File: src/hw/pss_params.svh
// constants for the pipelined sram data port
// assumes inclusion by the package and the design modules only
`ifndef PSS_PARAMS_SVH
`define PSS_PARAMS_SVH

// ==========================================
// widths and write buffer depth
`define PSS_DATA_W      32
`define PSS_PAR_W       4
`define PSS_ADDR_W      4
`define PSS_CNT_W       2
`define PSS_BUF_DEPTH   2

// ==========================================
// reset values and counter constants
`define PSS_CNT_ZERO    2'h0
`define PSS_CNT_ONE     2'h1
`define PSS_LVL_COUNT   2'h2

`endif

File: src/hw/pss_pkg.sv
// types shared by the data port modules
// assumes pss_params.svh is on the include path
`include "pss_params.svh"

package pss_pkg;

    // ==========================================
    // access state
    typedef enum logic [1:0] {
        PSS_IDLE  = 2'b00,
        PSS_READ  = 2'b01,
        PSS_WRITE = 2'b10
    } pss_state_type;

    typedef logic [`PSS_CNT_W-1:0] pss_low_type;

    // ==========================================
    // burst sequence: interleaved xors the count in, linear adds it
    function automatic pss_low_type pss_burst_addr(input pss_low_type start,
                                                   input pss_low_type cnt,
                                                   input logic        interleave);
        pss_burst_addr = interleave ? (start ^ cnt) : pss_low_type'(start + cnt);
    endfunction : pss_burst_addr

endpackage : pss_pkg

File: src/hw/pss_buf_if.sv
// valid/ready carrier between the port logic and the write buffer
// assumes one clock domain
interface pss_buf_if #(
    parameter int W = 8
);
    logic         in_valid;
    logic         in_ready;
    logic [W-1:0] in_data;
    logic         out_valid;
    logic         out_ready;
    logic [W-1:0] out_data;

    modport buf_side (
        input  in_valid, in_data, out_ready,
        output in_ready, out_valid, out_data
    );
    modport user_side (
        output in_valid, in_data, out_ready,
        input  in_ready, out_valid, out_data
    );
endinterface : pss_buf_if

File: src/hw/pss_data_port.sv
// data port of a pipelined synchronous sram: input register, one-cycle
// registered read pipeline, output enable control and burst counter
// assumes the bus master drives i_clk; output enable and burst-order strap
// are asynchronous to it; the tristate wire is resolved outside from *_oe
`include "pss_params.svh"

module pss_data_port
    import pss_pkg::*;
#(
    parameter int DATA_W = `PSS_DATA_W,
    parameter int PAR_W  = `PSS_PAR_W,
    parameter int ADDR_W = `PSS_ADDR_W
) (
    // clock and reset
    input  wire logic              i_clk,
    input  wire logic              i_sys_rst,
    // access control, synchronous to i_clk
    input  wire logic              i_addr_strobe_n,
    input  wire logic              i_chip_sel,
    input  wire logic              i_global_write_n,
    input  wire logic              i_burst_step_n,
    input  wire logic [ADDR_W-1:0] i_addr,
    // asynchronous controls
    input  wire logic              i_out_en_n,
    input  wire logic              i_burst_order,
    // data and parity pins
    input  wire logic [DATA_W-1:0] i_data_in,
    output logic      [DATA_W-1:0] o_data_out,
    output logic                   o_data_oe,
    input  wire logic [PAR_W-1:0]  i_parity_lines_in,
    output logic      [PAR_W-1:0]  o_parity_lines_out,
    output logic                   o_parity_lines_oe,
    // write path status
    output logic                   o_wr_ready
);
    localparam int WW = DATA_W + PAR_W;
    localparam int BW = ADDR_W + WW;
    localparam int DEPTH = 1 << ADDR_W;

    // ==========================================
    // asynchronous input synchronisers
    logic       oe_n_s1_r;
    logic       oe_n_s2_r;
    logic       ord_s1_r;
    logic       ord_s2_r;

    always_ff @(posedge i_clk) begin
        if (i_sys_rst) begin
            oe_n_s1_r <= 1'b1;
            oe_n_s2_r <= 1'b1;
            ord_s1_r  <= 1'b1;
            ord_s2_r  <= 1'b1;
        end else begin
            oe_n_s1_r <= i_out_en_n;
            oe_n_s2_r <= oe_n_s1_r;
            ord_s1_r  <= i_burst_order;
            ord_s2_r  <= ord_s1_r;
        end
    end

    // ==========================================
    // access state and burst counter
    pss_state_type     st_r;
    pss_state_type     st_nxt;
    logic [ADDR_W-1:0] addr_r;
    logic [ADDR_W-1:0] addr_nxt;
    pss_low_type       cnt_r;
    pss_low_type       cnt_nxt;
    logic              first_r;
    logic              first_nxt;
    logic              order_r;
    logic              order_nxt;
    logic              strobe;
    logic              wr_start;
    logic [ADDR_W-1:0] cur_addr;

    always_comb begin
        strobe    = !i_addr_strobe_n;
        wr_start  = strobe && i_chip_sel && !i_global_write_n;
        st_nxt    = st_r;
        addr_nxt  = addr_r;
        cnt_nxt   = cnt_r;
        first_nxt = 1'b0;
        order_nxt = ord_s2_r;
        if (strobe) begin
            if (i_chip_sel) begin
                addr_nxt  = i_addr;
                cnt_nxt   = `PSS_CNT_ZERO;
                st_nxt    = i_global_write_n ? PSS_READ : PSS_WRITE;
                first_nxt = (st_r == PSS_IDLE);
            end else begin
                st_nxt = PSS_IDLE;
            end
        end else if (!i_burst_step_n && (st_r != PSS_IDLE)) begin
            cnt_nxt = pss_low_type'(cnt_r + `PSS_CNT_ONE);
        end
    end

    always_ff @(posedge i_clk) begin
        if (i_sys_rst) begin
            st_r    <= PSS_IDLE;
            addr_r  <= '0;
            cnt_r   <= `PSS_CNT_ZERO;
            first_r <= 1'b0;
            order_r <= 1'b1;
        end else begin
            st_r    <= st_nxt;
            addr_r  <= addr_nxt;
            cnt_r   <= cnt_nxt;
            first_r <= first_nxt;
            order_r <= order_nxt;
        end
    end

    // interleaved: start xor count; linear: start plus count mod four
    assign cur_addr = {addr_r[ADDR_W-1:`PSS_CNT_W],
                       pss_burst_addr(addr_r[`PSS_CNT_W-1:0], cnt_r, order_r)};

    // ==========================================
    // input register and write capture
    logic [WW-1:0]     din_r;
    logic [WW-1:0]     din_nxt;
    logic              push_v_r;
    logic              push_v_nxt;
    logic [ADDR_W-1:0] push_a_r;
    logic [ADDR_W-1:0] push_a_nxt;

    pss_buf_if #(.W(BW)) wbuf ();

    always_comb begin
        din_nxt    = {i_parity_lines_in, i_data_in};
        push_v_nxt = push_v_r;
        push_a_nxt = push_a_r;
        if (push_v_r && !wbuf.in_ready) begin
            din_nxt = din_r;
        end else begin
            push_v_nxt = (st_r == PSS_WRITE);
            push_a_nxt = cur_addr;
        end
    end

    always_ff @(posedge i_clk) begin
        if (i_sys_rst) begin
            din_r    <= '0;
            push_v_r <= 1'b0;
            push_a_r <= '0;
        end else begin
            din_r    <= din_nxt;
            push_v_r <= push_v_nxt;
            push_a_r <= push_a_nxt;
        end
    end

    assign wbuf.in_valid  = push_v_r;
    assign wbuf.in_data   = {push_a_r, din_r};
    // reads own the array; buffered writes drain in other cycles
    assign wbuf.out_ready = (st_r != PSS_READ);

    pss_skid_buf #(
        .W     (BW),
        .DEPTH (`PSS_BUF_DEPTH)
    ) u_wbuf (
        .i_clk     (i_clk),
        .i_sys_rst (i_sys_rst),
        .bus       (wbuf)
    );

    // ==========================================
    // array and registered read pipeline
    logic [WW-1:0] mem_r [DEPTH];
    logic [WW-1:0] rd_r;
    logic [WW-1:0] rd_nxt;
    logic          oe_r;
    logic          oe_nxt;
    logic          wr_rdy_r;
    logic          drain;

    always_comb begin
        drain  = wbuf.out_valid && wbuf.out_ready;
        rd_nxt = rd_r;
        if (st_r == PSS_READ) begin
            rd_nxt = mem_r[cur_addr];
        end
        oe_nxt = (st_r == PSS_READ) && !oe_n_s2_r;
        if (first_r) begin
            oe_nxt = 1'b0;
        end
        if (wr_start || (st_r == PSS_WRITE)) begin
            oe_nxt = 1'b0;
        end
        if (strobe && !i_chip_sel) begin
            oe_nxt = 1'b0;
        end
    end

    always_ff @(posedge i_clk) begin
        if (i_sys_rst) begin
            rd_r     <= '0;
            oe_r     <= 1'b0;
            wr_rdy_r <= 1'b1;
        end else begin
            rd_r     <= rd_nxt;
            oe_r     <= oe_nxt;
            wr_rdy_r <= wbuf.in_ready;
        end
        if (drain) begin
            mem_r[wbuf.out_data[BW-1:WW]] <= wbuf.out_data[WW-1:0];
        end
    end

    // ==========================================
    // pin outputs
    assign o_data_out         = rd_r[DATA_W-1:0];
    assign o_parity_lines_out = rd_r[WW-1:DATA_W];
    assign o_data_oe          = oe_r;
    assign o_parity_lines_oe  = oe_r;
    assign o_wr_ready         = wr_rdy_r;

endmodule : pss_data_port

File: src/hw/pss_skid_buf.sv
// two-entry valid/ready buffer for captured write words
// assumes synchronous active-high reset on the shared clock
`include "pss_params.svh"

module pss_skid_buf
    import pss_pkg::*;
#(
    parameter int W     = 8,
    parameter int DEPTH = `PSS_BUF_DEPTH
) (
    // clock and reset
    input  wire logic i_clk,
    input  wire logic i_sys_rst,
    // carrier
    pss_buf_if.buf_side bus
);
    localparam int IW = (DEPTH > 1) ? $clog2(DEPTH) : 1;
    localparam logic [IW:0] FULL = (IW+1)'(DEPTH);

    logic [W-1:0]  mem_r [DEPTH];
    logic [IW-1:0] wp_r;
    logic [IW-1:0] wp_nxt;
    logic [IW-1:0] rp_r;
    logic [IW-1:0] rp_nxt;
    logic [IW:0]   cnt_r;
    logic [IW:0]   cnt_nxt;
    logic          rdy_r;
    logic          rdy_nxt;
    logic          push;
    logic          pop;

    function automatic logic [IW-1:0] bump(input logic [IW-1:0] p);
        bump = (p == IW'(DEPTH - 1)) ? '0 : IW'(p + 1'b1);
    endfunction : bump

    // ==========================================
    // next state
    always_comb begin
        push    = bus.in_valid && rdy_r;
        pop     = bus.out_ready && (cnt_r != '0);
        wp_nxt  = push ? bump(wp_r) : wp_r;
        rp_nxt  = pop ? bump(rp_r) : rp_r;
        cnt_nxt = cnt_r;
        if (push && !pop) begin
            cnt_nxt = (IW+1)'(cnt_r + 1'b1);
        end else if (pop && !push) begin
            cnt_nxt = (IW+1)'(cnt_r - 1'b1);
        end
        rdy_nxt = (cnt_nxt != FULL);
    end

    // ==========================================
    // registers
    always_ff @(posedge i_clk) begin
        if (i_sys_rst) begin
            wp_r  <= '0;
            rp_r  <= '0;
            cnt_r <= '0;
            rdy_r <= 1'b1;
        end else begin
            wp_r  <= wp_nxt;
            rp_r  <= rp_nxt;
            cnt_r <= cnt_nxt;
            rdy_r <= rdy_nxt;
        end
        if (push) begin
            mem_r[wp_r] <= bus.in_data;
        end
    end

    assign bus.in_ready  = rdy_r;
    assign bus.out_valid = (cnt_r != '0);
    assign bus.out_data  = mem_r[rp_r];

endmodule : pss_skid_buf

File: config.mk
export PLATFORM = sky130hd
export DESIGN_NAME = pss_data_port
export DESIGN_NICKNAME = d
export VERILOG_FILES = /design/src/hw/pss_pkg.sv /design/src/hw/pss_buf_if.sv /design/src/hw/pss_data_port.sv /design/src/hw/pss_skid_buf.sv
export VERILOG_INCLUDE_DIRS = /design/src /design/src/hw
export SDC_FILE = /design/constraint.sdc
export NUM_CORES = 1
export LEC_CHECK = 0
export CORE_AREA = 2 2 258 260
export CTS_BUF_LIST = sky130_fd_sc_hd__clkbuf_16
export CTS_CLUSTER_DIAMETER = 30
export DETAILED_ROUTE_END_ITERATION = 6
export DIE_AREA = 0 0 260 262
export DONT_BUFFER_PORTS = 1
export HOLD_SLACK_MARGIN = 0.08
export PLACE_DENSITY = 0.68
export SLEW_MARGIN = 20
export SYNTH_ARGS = -nofsm -noshare
export SYNTH_HDL_FRONTEND = slang
export SYNTH_HIERARCHICAL = 1
export SYNTH_SLANG_ARGS = --single-unit
File: constraint.sdc
create_clock -name i_clk -period 8.9 [get_ports i_clk]
set_input_delay 0.445 -clock i_clk [delete_from_list [all_inputs] [get_ports i_clk]]
set_output_delay 0.445 -clock i_clk [all_outputs]
set_load 0.03 [all_outputs]
* Yosys cells after proc, flatten, opt, wreduce, memory -nomap -nowiden
Memory sizes are Yosys's and may differ from the RTL's. A register that Yosys moved wholly into a read port is not among the register bits. Index checks and enable logic that the tools add are counted.
Storage, ports and cells: memories 2, bits in writable memories 656, input bits 48, register bits 62, logic and storage cells 77
Memory list:
- mem_r | words 16, width 36, read ports 1, clocked after Yosys merged registers in 1, write ports 1, RTL line pss_data_port.sv:170 | logic [WW-1:0] mem_r [DEPTH];
- u_wbuf.mem_r | words 2, width 40, read ports 1, clocked after Yosys merged registers in 1, write ports 1, RTL line pss_skid_buf.sv:20 | logic [W-1:0] mem_r [DEPTH];
Operators by class: mux-type cells 16, reductions and logical operators 27, bitwise logic cells 3, add/sub/neg operators 6, equal/unequal tests 5
Operator list (count):
- 2-to-1 mux 2 bit | 8
- logical AND 1 bit | 10
- logical NOT 1 bit | 8
- 2-to-1 mux 1 bit | 8
- nonzero test 2 bit | 3
- adder 2 x 1 -> 2 bit, second input constant | 2
- inequality test 2 x 1 -> 1 bit, second input constant | 2
- AND reduction 2 bit | 2
- OR reduction 4 bit | 1
- OR reduction 3 bit | 1
- adder 1 bit, second input constant | 2
- adder 2 bit | 1
- == test 2 x 1 -> 1 bit, second input constant | 1
- == test 2 bit, second input constant | 1
- logical NOT 2 bit | 1
- inequality test 2 bit, second input constant | 1
- inverter 1 bit | 2
- subtractor 2 x 1 -> 2 bit, second input constant | 1
- bitwise XOR 2 bit | 1
- logical OR 1 bit | 1

* Depth between registers and ports, before layout
depth in word-level cells 6, gate-level depth with buffers 9, gate-level depth less buffers 7

* Modules after synthesis
Netlist, hierarchy kept.
By module, submodules not included:
- pss_data_port | cells an instance 1662, area an instance 26008.7 µm², seq. area each 19158.4 µm², times used 1
- pss_skid_buf | cells an instance 159, area an instance 3185.6 µm², seq. area each 2522.4 µm², times used 1

* Worst setup path after synthesis
OpenSTA, ideal clock, no wires.
kind register to register, start point register (tool-made name), end point memory mem_r[0][0] in the netlist's numbering, enable pin, path slack 4607 ps, cell stages (with the launch flop) 5, clock period less this slack 4293 ps, library setup time 474 ps, arrival 3819 ps, cell sequence dfxtp_1 buf_2 mux2_2 or3_1 nor3_1
RTL lines (RTL line):
- to (decl) | pss_data_port.sv:170

==> results.py <==
metrics = {
    "floorplanning": {
        "die_area_um2": 68120,
        "ios": 87,
        "die_y_um": 262,
        "core-area_um2": 65280,
        "initial_core_util_pct": 44.72,
        "rows": 94,
        "die_w_um": 260,
    },
    "synth": {
        "netlist.area_leader.share_pct": 67.48,
        "yosysSeqAreaShare_pct": 74.26,
        "synth_top_cell_by_area": "edfxtp_1",
        "synth_seq_cells": 755,
        "synth_nets": 1871,
        "synth_cell_types": 38,
        "avgSynthCellArea_um2": 16.03,
        "yosysWarnings": 6,
        "syn_inst": 1821,
        "ys_top_cells_by_area": "edfxtp_1, dfxtp_1, mux2i_1, a211oi_1, mux4_2",
        "syn_area_um2": 29190,
    },
    "clock_tree": {
        "path_clk_slew_ps": 60,
        "ctsResizeCount": 0,
        "cts_tree": "built",
        "htree_levels": 3,
        "ctsRootBufferMaster": "clkbuf_16",
        "cts.sinks": 755,
        "cts-buffers-inserted": 119,
        "cts_setup_buffers": 0,
        "clock_path_buffers": 3,
        "clock_latency_ps": 670,
        "cts_hold_buf": 50,
    },
    "drt": {
        "dr_total_vias": 16191,
        "first_iter_violations": 1435,
        "ant_nets": 0,
        "route.final.wire_length_mm": 65.29,
        "drc": 0,
        "viasPerCell": 5.620,
        "dr.pass1.iters": 5,
        "wl_per_cell_um": 22.66,
    },
    "status": {
        "status": "complete, no violations",
    },
    "timing": {
        "tightestPinTransition_ps": 1103,
        "hold_violations": 0,
        "grt_setup_unrepaired": "no",
        "hold_slack_ps": 120.2,
        "fmax_mhz": 287.1,
        "max-slew-margin-rel_pct": 26.18,
        "skew_ps": 21.57,
        "fin_crit_sh_pct": 39.14,
        "fin_setup_tns_ps": 0,
        "setup_viol": 0,
        "drv_slew": 0,
        "fin_crit_ps": 3483,
    },
    "placement": {
        "placed_area_um2": 30300,
        "hpwl_mm": 35.13,
        "port_buffers": 0,
        "dp.cells": 2604,
        "gp_congestion": 0.7507,
    },
    "worst_setup_path": {
        "rrSetupSlack_ps": 5420,
        "start_kind": "flip-flop",
        "r2r_end": "mem_r[6][30]$_DFFE_PP_",
        "required_ps": 9210,
        "end_kind": "flip-flop",
        "arrival_ps": 3790,
        "critPathKind": "reg -> reg",
        "cp_max_fo": 40,
        "reg2reg_depth": 4,
        "endpoint": "mem_r[6][30]$_DFFE_PP_",
    },
    "worst_hold_path": {
        "hold_class": "in -> reg",
    },
    "pwr": {
        "p_sw_mw": 2.251,
        "comb_power_share_pct": 7.4,
        "power_density_nw_per_um2": 275.2,
        "ir_drop_v": 0.0001809,
        "power.leakage_nw": 11.34,
        "swShare_pct": 23.41,
        "p_int_mw": 7.368,
        "seq_power_share_pct": 44.3,
        "clockPowerShare_pct": 48.3,
    },
    "layout": {
        "design_area_um2": 34950,
        "drive_gt1_share_pct": 17.60,
        "fin_nets": 1961,
        "antenna_cells": 0,
        "area_growth_pct": 19.72,
        "fillCellCount": 5013,
        "final_cells": 2881,
    },
    "global_routing": {
        "grt_pass1_vias": 16391,
        "grt_pass1_wl_mm": 98.42,
        "antenna_found_initial": 2,
        "grtUsageTotal_pct": 19.32,
        "grt_max_degree": 94,
        "grt_overflow": 0,
    },
    "job": {
        "drv_cap": 0,
    },
}
## through the flow
stage	utilization (%)	power, mW	worst slack, ps
after floorplan	-	4.755	4607
after global placement	46.27	4.973	5468
after detailed placement	46.42	5.016	5417
after CTS	53.53	9.674	5387
after global routing	53.55	9.911	5190
final	53.55	9.619	5417
## worst max-delay path: stages, from the launching register on
cell and delay, ps:
dfxtp_2 1030, mux2_2 460, nand4b_1 480, nor2_4 640, buf_4 480
## power groups by stage
stage | clock network (mW) | registers [mW] | logic (mW)
2_1_floorplan | 0 | 4.29 | 0.469
3_3_place_gp | 0 | 4.32 | 0.651
3_5_place_dp | 0 | 4.33 | 0.683
4_1_cts | 4.70 | 4.26 | 0.712
5_1_grt | 4.87 | 4.28 | 0.768
6_report | 4.64 | 4.26 | 0.715
## worst min path at each step
stage	start	endpoint	slack, ps	depth (start not counted)
2_1_floorplan	oe_n_s2_r$_SDFF_PP1_	o_data_oe$_SDFF_PP0_	370	1
3_3_place_gp	first_r$_SDFF_PP0_	o_data_oe$_SDFF_PP0_	390	1
3_5_place_dp	first_r$_SDFF_PP0_	o_data_oe$_SDFF_PP0_	390	1
4_1_cts	i_sys_rst	flip-flop	100	2
5_1_grt	i_sys_rst	u_wbuf/rp_r$_SDFFE_PP0P_	130	2
6_report	i_sys_rst	flip-flop	120	2
## final cells by class
| class | count | area [um^2] | area share (%) |
|---|---|---|---|
| multi-input cells | 948 | 7193 | 20.58 |
| repair buffers | 84 | 857.1 | 2.452 |
| well taps | 864 | 1081 | 3.093 |
| clock buffers | 121 | 3028 | 8.663 |
| flip-flops and latches | 755 | 21690 | 62.04 |
| inverters | 3 | 11.26 | 0.03222 |
| clock inverters | 106 | 1096 | 3.136 |
## cells in the final DEF, fill, tap and decap left out, drive strengths merged
master       count
a211oi         109
a21oi          121
a221oi          37
and3            38
buf             35
bufinv          17
clkbuf         121
clkinv          51
clkinvlp        13
dfxtp           99
dlygate4sd3     49
edfxtp         656
ha               2
inv             28
maj3             1
mux2            42
mux2i          144
mux4            36
nand2          169
nand2b          44
nand4            1
nand4b           1
nor2            27
nor2b           77
nor3             6
nor3b           38
nor4             2
nor4b            1
o211ai          36
o21ai            1
or2              7
or3              1
xnor2            4
xor2             3
## layer usage
| metal | global-route usage, % | vias to the layer above | wire length, um |
|---|---|---|---|
| met1 | 26.08 | 8189 | 27770 |
| met5 | 0 | - | 13 |
| met4 | 6.849 | 2 | 1375 |
| li1 | - | 7290 | - |
| met3 | 4.495 | 97 | 5297 |
| met2 | 30.87 | 613 | 30830 |
## synth_stat cells, drive strengths merged
master,instances
a211oi,109
a21oi,121
a221oi,37
and3,38
buf,33
clkbuf,82
dfxtp,99
edfxtp,656
ha,2
inv,3
maj3,1
mux2,42
mux2i,144
mux4,36
nand2,169
nand2b,44
nand4,1
nand4b,1
nor2,27
nor2b,77
nor3,6
nor3b,38
nor4,2
nor4b,1
o211ai,36
o21ai,1
or2,7
or3,1
xnor2,4
xor2,3
## cell families (layout without fill, tap and decap cells)
family | count (synthesis) | after routing | synth area share [%]
fa+ha+maj | 3 | 3 | 0.1243
simple gates | 412 | 412 | 7.324
flops | 755 | 755 | 74.26
compound gates | 304 | 304 | 6.951
xor+xnor | 7 | 7 | 0.2358
buf+inv | 118 | 314 | 1.766
mux | 222 | 222 | 9.334
## flip-flops by register name (all words and copies together) (netlist names), 2 cells and up, named ones only
name / flops
addr_r: 4
cnt_r: 2
din_r: 36
mem_r: 576
push_a_r: 4
rd_r: 36
st_r: 2
u_wbuf/cnt_r: 2
u_wbuf/mem_r: 80
No activity file was read; power rests on OpenSTA's default activity.
